`src/sensor_cfg_map.vh`:
```
// Register offsets, field positions, reset values and timing counts of the sensor setup logic.
`ifndef SENSOR_CFG_MAP_VH
`define SENSOR_CFG_MAP_VH
`define SETUP_OFFSET 8'h00
`define FLAGS_OFFSET 8'h01
`define SETUP_RESET 16'h0000
`define FLAGS_RESET 12'h000
`define SETUP_WRITE_MASK 16'hffbf
`define ALERT_MODE_LSB 1
`define THERM_CUR_LSB 4
`define SHUTDOWN_BIT 7
`define EXT_RES_BIT 8
`define EXT_REF_BIT 9
`define AVG_LSB 10
`define P_BYPASS_BIT 13
`define T_BYPASS_BIT 14
`define NVM_DISABLE_BIT 15
`define DRIVE_FAULT_BIT 11
`define SENSE_FAULT_BIT 10
`define T_READY_BIT 9
`define P_READY_BIT 8
`define MODE_IRQ 3'h0
`define MODE_PWM 3'h1
`define MODE_CASE1 3'h2
`define MODE_CASE2 3'h3
`define MODE_CASE3 3'h4
`define MODE_CASE4 3'h5
`define CLOCK_HZ 50000000
`define PWM_TICK_HZ 2000000
`define PWM_DIV (`CLOCK_HZ / `PWM_TICK_HZ)
`define PWM_PERIOD 4096
`define PWM_DIV_LAST 5'h18
`define PWM_CNT_LAST 12'hfff
`endif

```
`src/sensor_config_alert_logic.v`:
```
// Setup word, anomaly flags, averaging filter and alert output of the sensor conditioner.
`timescale 1ns/1ns
`include "sensor_cfg_map.vh"

module sensor_config_alert_logic (
    input wire clock,
    input wire resetn,
    input wire reg_write,
    input wire [7:0] reg_addr,
    input wire [15:0] reg_wdata,
    output reg [15:0] reg_rdata,
    input wire plc_mode,
    input wire thermistor_request,
    input wire [9:0] irq_enable_mask,
    input wire [15:0] primary_threshold,
    input wire [15:0] hysteresis_threshold,
    input wire pressure_sample_valid,
    input wire [15:0] pressure_sample,
    input wire temp_sample_valid,
    input wire [15:0] temp_sample,
    input wire cal_pressure_valid,
    input wire [15:0] cal_pressure,
    input wire cal_temp_valid,
    input wire [15:0] cal_temp,
    input wire drive_over_limit,
    input wire pos_input_drift,
    input wire neg_input_drift,
    input wire aux_over_limit,
    input wire [7:0] level_flag_events,
    output reg pressure_result_valid,
    output reg [15:0] pressure_result,
    output reg temp_result_valid,
    output reg [15:0] temp_result,
    output reg alert_n,
    output wire analog_enable,
    output wire measure_pressure,
    output wire measure_temp,
    output wire raw_pressure_out,
    output wire raw_temp_out,
    output wire [1:0] therm_current_code,
    output wire ext_resistor_select,
    output wire thermistor_enable,
    output wire converter_reference_select,
    output wire nvm_access_enable
);

    reg [15:0] sensor_setup_word;
    reg [11:0] anomaly_flags;
    // Block sums and sample counts of the averaging filter.
    reg [22:0] p_acc;
    reg [22:0] t_acc;
    reg [6:0] p_cnt;
    reg [6:0] t_cnt;
    // PWM timebase divider, period counter and the duty latched per period.
    reg [4:0] tick_div;
    reg [11:0] pwm_cnt;
    reg [11:0] pwm_duty;
    reg pwm_level;
    reg switch_state;
    reg [11:0] next_flags;
    reg [15:0] next_setup;
    reg next_alert_n;

    wire [2:0] alert_mode;
    wire [2:0] avg_code;
    wire [6:0] avg_last;
    wire [7:0] enabled_events;
    wire shutdown;
    wire p_take;
    wire t_take;
    wire tick;
    wire setup_sel;
    wire flags_sel;
    wire alert_any;

    // Number of right shifts that turn a block sum into its average.
    function [2:0] avg_shift;
        input [2:0] code;
        begin
            case (code)
                3'h1: avg_shift = 3'h2;
                3'h2: avg_shift = 3'h3;
                3'h3: avg_shift = 3'h4;
                3'h4: avg_shift = 3'h5;
                3'h5: avg_shift = 3'h6;
                3'h6: avg_shift = 3'h7;
                default: avg_shift = 3'h0;
            endcase
        end
    endfunction

    // Sign-extended sample added to a running block sum.
    function [22:0] acc_add;
        input [22:0] acc;
        input [15:0] sample;
        input first;
        begin
            if (first) begin
                acc_add = {{7{sample[15]}}, sample};
            end else begin
                acc_add = acc + {{7{sample[15]}}, sample};
            end
        end
    endfunction

    // Average of a completed block, arithmetic shift keeps the sign.
    function [15:0] acc_avg;
        input [22:0] sum;
        input [2:0] sh;
        reg [22:0] shifted;
        begin
            shifted = $signed(sum) >>> sh;
            acc_avg = shifted[15:0];
        end
    endfunction

    // Control fields decode straight from the setup word.
    assign alert_mode = sensor_setup_word[`ALERT_MODE_LSB+2:`ALERT_MODE_LSB];
    assign avg_code = sensor_setup_word[`AVG_LSB+2:`AVG_LSB];
    assign avg_last = (7'h1 << avg_shift(avg_code)) - 7'h1;
    assign shutdown = sensor_setup_word[`SHUTDOWN_BIT];
    assign analog_enable = ~shutdown;
    assign therm_current_code = sensor_setup_word[`THERM_CUR_LSB+1:`THERM_CUR_LSB];
    assign ext_resistor_select = sensor_setup_word[`EXT_RES_BIT];
    assign thermistor_enable = thermistor_request & ~ext_resistor_select;
    assign converter_reference_select = sensor_setup_word[`EXT_REF_BIT];
    assign nvm_access_enable = ~sensor_setup_word[`NVM_DISABLE_BIT];
    assign raw_pressure_out = sensor_setup_word[`P_BYPASS_BIT];
    assign raw_temp_out = sensor_setup_word[`T_BYPASS_BIT];
    assign measure_pressure = analog_enable & ~raw_temp_out;
    assign measure_temp = analog_enable & ~raw_pressure_out;
    assign p_take = pressure_sample_valid & measure_pressure;
    assign t_take = temp_sample_valid & measure_temp;
    // Only two addresses decode; all others read zero and ignore writes.
    assign setup_sel = reg_addr == `SETUP_OFFSET;
    assign flags_sel = reg_addr == `FLAGS_OFFSET;
    assign tick = tick_div == `PWM_DIV_LAST;
    // Faults always reach the interrupt-mode alert; the other flags only when enabled.
    assign enabled_events = anomaly_flags[7:0] & irq_enable_mask[7:0];
    assign alert_any = anomaly_flags[`DRIVE_FAULT_BIT] | anomaly_flags[`SENSE_FAULT_BIT] |
        (|enabled_events) |
        (anomaly_flags[`P_READY_BIT] & irq_enable_mask[8]) |
        (anomaly_flags[`T_READY_BIT] & irq_enable_mask[9]);

    // Register read data follows the address; unmapped addresses read zero.
    always @* begin
        if (setup_sel) begin
            reg_rdata = sensor_setup_word;
        end else if (flags_sel) begin
            reg_rdata = {4'h0, anomaly_flags};
        end else begin
            reg_rdata = 16'h0000;
        end
    end

    // Setup word write; reserved bit stays zero and shutdown is refused on power-line link.
    always @* begin
        next_setup = sensor_setup_word;
        if (reg_write && setup_sel) begin
            next_setup = reg_wdata & `SETUP_WRITE_MASK;
            if (plc_mode) begin
                next_setup[`SHUTDOWN_BIT] = 1'b0;
            end
        end
    end

    // Flags clear on written ones, but a new event in the same cycle wins.
    always @* begin
        next_flags = anomaly_flags;
        if (reg_write && flags_sel) begin
            next_flags = anomaly_flags & ~reg_wdata[11:0];
        end
        next_flags[7:0] = next_flags[7:0] | level_flag_events;
        if (drive_over_limit || pos_input_drift || neg_input_drift) begin
            next_flags[`DRIVE_FAULT_BIT] = 1'b1;
        end
        if (aux_over_limit) begin
            next_flags[`SENSE_FAULT_BIT] = 1'b1;
        end
        if (cal_pressure_valid) begin
            next_flags[`P_READY_BIT] = 1'b1;
        end
        if (cal_temp_valid) begin
            next_flags[`T_READY_BIT] = 1'b1;
        end
    end

    // Setup word and flags; a written value shows the cycle after the write.
    always @(posedge clock or negedge resetn) begin
        if (!resetn) begin
            sensor_setup_word <= `SETUP_RESET;
            anomaly_flags <= `FLAGS_RESET;
        end else begin
            sensor_setup_word <= next_setup;
            anomaly_flags <= next_flags;
        end
    end

    // Block averaging of converter samples; one result per full block.
    always @(posedge clock or negedge resetn) begin
        if (!resetn) begin
            p_acc <= 23'h000000;
            t_acc <= 23'h000000;
            p_cnt <= 7'h00;
            t_cnt <= 7'h00;
            pressure_result_valid <= 1'b0;
            pressure_result <= 16'h0000;
            temp_result_valid <= 1'b0;
            temp_result <= 16'h0000;
        end else begin
            pressure_result_valid <= 1'b0;
            temp_result_valid <= 1'b0;
            if (p_take) begin
                p_acc <= acc_add(p_acc, pressure_sample, p_cnt == 7'h00);
                if (p_cnt >= avg_last) begin
                    p_cnt <= 7'h00;
                    pressure_result <= acc_avg(acc_add(p_acc, pressure_sample,
                        p_cnt == 7'h00), avg_shift(avg_code));
                    pressure_result_valid <= 1'b1;
                end else begin
                    p_cnt <= p_cnt + 7'h1;
                end
            end
            if (t_take) begin
                t_acc <= acc_add(t_acc, temp_sample, t_cnt == 7'h00);
                if (t_cnt >= avg_last) begin
                    t_cnt <= 7'h00;
                    temp_result <= acc_avg(acc_add(t_acc, temp_sample,
                        t_cnt == 7'h00), avg_shift(avg_code));
                    temp_result_valid <= 1'b1;
                end else begin
                    t_cnt <= t_cnt + 7'h1;
                end
            end
        end
    end

    // Temperature PWM on a 2 MHz timebase; duty is reloaded at each period start.
    always @(posedge clock or negedge resetn) begin
        if (!resetn) begin
            tick_div <= 5'h00;
            pwm_cnt <= 12'h000;
            pwm_duty <= 12'h000;
            pwm_level <= 1'b0;
        end else begin
            if (tick) begin
                tick_div <= 5'h00;
                pwm_cnt <= pwm_cnt + 12'h1;
                if (pwm_cnt == `PWM_CNT_LAST) begin
                    pwm_duty <= cal_temp[15:4];
                end
            end else begin
                tick_div <= tick_div + 5'h1;
            end
            pwm_level <= pwm_cnt < pwm_duty;
        end
    end

    // Hysteretic pressure switch, evaluated on each new calibrated pressure.
    always @(posedge clock or negedge resetn) begin
        if (!resetn) begin
            switch_state <= 1'b0;
        end else if (cal_pressure_valid) begin
            if (alert_mode == `MODE_CASE1 || alert_mode == `MODE_CASE2) begin
                if ($signed(cal_pressure) > $signed(primary_threshold)) begin
                    switch_state <= 1'b1;
                end else if ($signed(cal_pressure) < $signed(hysteresis_threshold)) begin
                    switch_state <= 1'b0;
                end
            end else begin
                if ($signed(cal_pressure) < $signed(primary_threshold)) begin
                    switch_state <= 1'b1;
                end else if ($signed(cal_pressure) > $signed(hysteresis_threshold)) begin
                    switch_state <= 1'b0;
                end
            end
        end
    end

    // Alert pin selection; interrupts pull it low, PWM mode gives the waveform level, cases 1 and 3 give the switch state, cases 2 and 4 its inverse.
    always @* begin
        case (alert_mode)
            `MODE_IRQ: next_alert_n = ~alert_any;
            `MODE_PWM: next_alert_n = pwm_level;
            `MODE_CASE1: next_alert_n = switch_state;
            `MODE_CASE2: next_alert_n = ~switch_state;
            `MODE_CASE3: next_alert_n = switch_state;
            `MODE_CASE4: next_alert_n = ~switch_state;
            default: next_alert_n = 1'b1;
        endcase
    end

    // Registered pin, so it cannot glitch while the mode field changes.
    always @(posedge clock or negedge resetn) begin
        if (!resetn) begin
            alert_n <= 1'b1;
        end else begin
            alert_n <= next_alert_n;
        end
    end

endmodule

```
`config.mk`:
```
export PLATFORM = sky130hd
export DESIGN_NAME = sensor_config_alert_logic
export DESIGN_NICKNAME = d
export VERILOG_FILES = /design/src/sensor_config_alert_logic.v
export VERILOG_INCLUDE_DIRS = /design/src /design/src/src
export SDC_FILE = /design/constraint.sdc
export NUM_CORES = 1
export LEC_CHECK = 0
export BUFFER_PORTS_ARGS = -buffer_cell sky130_fd_sc_hd__buf_2
export CORE_ASPECT_RATIO = 0.5
export CORE_MARGIN = 2
export CORE_UTILIZATION = 45
export CTS_BUF_LIST = sky130_fd_sc_hd__clkbuf_16
export CTS_CLUSTER_SIZE = 24
export DETAILED_ROUTE_END_ITERATION = 6
export PLACE_DENSITY = 0.66
export SLEW_MARGIN = 30
export SYNTH_ARGS = -nofsm -noshare
export SYNTH_HDL_FRONTEND = slang
export SYNTH_SLANG_ARGS = --single-unit
```
`constraint.sdc`:
```
create_clock -name clock -period 10.9 [get_ports clock]
set_input_delay 2.18 -clock clock [delete_from_list [all_inputs] [get_ports clock]]
set_output_delay 2.18 -clock clock [all_outputs]
set_load 0.005 [all_outputs]
```
==> results.tsv <==
metric	value	unit
cts_buffers	17	
min_period	5760	ps
grt_max_degree	55	
hold_viol	0	
core-area	26500	µm²
synth_seq_cells	153	
synthCells	1468	
vias	11700	
vdd_drop_max	158	µV
cts.sinks	153	
antenna_found_initial	1	
setup_violations	0	
pin_count	213	
cts-resized-gates	0	
ys_types	91	
sw_frac_of_total	0.472	
cts_hold_buf	0	
powerDensity	259	nW/µm²
yosysSeqAreaShare	0.313	
fin_crit_sh	0.529	
cts_max_level	4	
final_cell_mix	nand2_1 (230), buf_2 (207), dfrtp_1 (152), o21ai_0 (125), ha_1 (105)	
first_pass_iters	5	
dp_hpwl	27200	µm
p_comb_frac	0.607	
path_max_fanout	15	
status	completed	
clk_pin_slew_worst_paths	70	ps
syn-num-nets	1726	
rows	42	
yosysTopAreaCell	dfrtp_1	
async_flop_share	1.00	
synth-edff-count	0	
insertion_delay	460	ps
vias_per_cell	5.83	
ys.flop_type	dfrtp_1	
fmax	174	MHz
wire_per_inst	17.9	µm
netlist_area	12200	µm²
crit_type	input pin to output port	
synth.avg_cell_area	8.32	µm²
seq_power_share	0.230	
power.switching	1720	µW
cts_tree	yes	
p_leak	0.00690	µW
drc	0	
worstPathRequired	8720	ps
drtAntennaViolNets	0	
cp_common_cell	buf_2	
gp_congestion	0.931	
cts_buffer_depth	2	
cp_cell_sequence	buf_2 -> nor4_1 -> nand2_1 -> nor2_1 -> and2_1 -> buf_2	
post_cts_buffers	0	
die_y	121	µm
synth.area.top_cells	dfrtp_1 (31%), ha_1 (11%), nand2_1 (7.1%), o21ai_0 (5.1%), a21oi_1 (3.7%)	
port_buffers	208	
hp-class	register to register	
layout_commonest_cell	nand2_1	
drv_cap	0	
slew_violations	0	
p_int	1930	µW
cp_data_arrival_time	3580	ps
end_kind	output port	
wl	35800	µm
cts-root-buf	clkbuf_16	
nNetsFinal	1895	
drive_above_1_share	0.191	
dieArea	28600	µm²
area_growth	15.2	%
drt_iter0_drc	761	
initial_core_util	0.460	
power	3650	µW
grt_pass1_vias	11600	
max-slew-margin-rel	0.384	
crit_path_top_delay_cell	nand2_1	
clkPwrFrac	0.162	
grt-ovfl-total	0	
rsz0062_at_grt	no	
die_w	237	µm
fin_setup_tns	0	ps
yosysTopAreaCellShare	0.311	
slowest_delay	390	ps
yosys_warnings	0	
grt_usage	0.253	
fin_skew	19.1	ps
grt_pass1_wl	58000	µm
start_kind	input pin	
tightest_slew	924	ps
[critical path, delay by kind of cell]
kind | cells | cell delay (ps)
and+or+nand+nor | 4 | 1190
buffers and inverters | 2 | 210
[metrics by stage]
stage               hold slack (ps)  cells  cell area (µm²)  setup slack, ps   util
floorplan                       443   1468            12200             5580      -
global placement                454   1970            13500             5170  0.509
detailed placement              466   1970            13500             5110  0.509
CTS                             482   2000            14100             5100  0.530
global route                    510   2001            14100             4870  0.530
finish                          480   2001            14100             5140  0.530
[layer usage]
| layer | part of all wire | GRT usage | vias up | wire [µm] |
|---|---|---|---|---|
| met1 | 0.45 | 0.325 | 5638 | 16300 |
| li1 | - | - | 5653 | - |
| met5 | 0 | 0 | - | 0 |
| met4 | 0.023 | 0.0938 | 0 | 841 |
| met2 | 0.47 | 0.430 | 330 | 17000 |
| met3 | 0.049 | 0.0454 | 50 | 1770 |
[path summary, 6_finish.rpt]
path | start | endpoint | slack, ps | cells after the start
setup / recovery | reg_addr[5] | reg_rdata[14] | 5140 | 6
hold / removal | t_acc[17] | t_acc[17] | 480 | 2
setup reg to reg | sensor_setup_word[10] | pressure_result[14] | 5310 | 17
hold reg to reg | t_acc[17] | t_acc[17] | 480 | 2
max in group asynchronous | resetn | t_acc[22] | 7430 | 3
min in group asynchronous | resetn | sensor_setup_word[5] | 1660 | 1
[cells by family (layout without fill, tap and decap cells)]
kind of cell,Yosys count,in the layout,share of synthesized area
buf+inv,146,326,0.0474
simple gates,504,504,0.189
fa+ha+maj,109,109,0.112
other cells,1,2,0.000307
compound gates,435,435,0.233
xor+xnor,47,47,0.0337
mux,73,73,0.0707
flops,153,153,0.313
[state kept, by name, indices dropped and copies added, names as in the netlist]
| name | count |
|---|---|
| anomaly_flags | 12 |
| temp_result_valid | 1 |
| t_acc | 23 |
| pwm_duty | 12 |
| pwm_level | 1 |
| p_acc | 23 |
| t_cnt | 7 |
| pressure_result_valid | 1 |
| tick_div | 5 |
| sensor_setup_word | 15 |
| p_cnt | 7 |
| alert_n | 1 |
| switch_state | 1 |
| pwm_cnt | 12 |
| temp_result | 16 |
| pressure_result | 16 |
[cell type report]
class	count	area, µm²
fill	2538	12500
inverter	72	270
sequential	153	3830
tap	352	440
antenna	1	2.50
clock buffer	17	425
timing repair buffer	224	1170
clock inverter	13	130
multi-input combinational	1169	7810
[power groups by stage]
stage / clock network, µW / registers [µW] / logic, µW
2_1_floorplan: 0 / 821 / 1600
3_3_place_gp: 0 / 840 / 2130
3_5_place_dp: 0 / 846 / 2180
4_1_cts: 602 / 839 / 2190
5_1_grt: 624 / 858 / 2450
6_report: 593 / 840 / 2220
[cells in the mapped netlist (5+ instances only)]
master,count
nand2_1,230
dfrtp_1,152
o21ai_0,125
ha_1,105
nor2_1,104
a21oi_1,90
inv_1,69
clkbuf_1,52
a21o_1,49
mux2i_1,39
nand3_1,31
mux2_2,26
a31oi_1,24
xor2_1,24
xnor2_1,23
nor3_1,17
nand4_1,16
nand2b_1,14
nor2b_1,14
and2_1,13
and3_1,12
a211oi_1,11
a22o_1,11
or3_1,11
a221oi_1,10
buf_2,10
nor4_1,10
o21a_1,10
buf_1,9
o211ai_1,9
a22oi_1,8
mux4_2,8
o22ai_1,8
o31ai_1,6
a311oi_1,5
o211a_1,5
o2bb2ai_1,5
No activity file was read; power rests on OpenSTA's default activity.
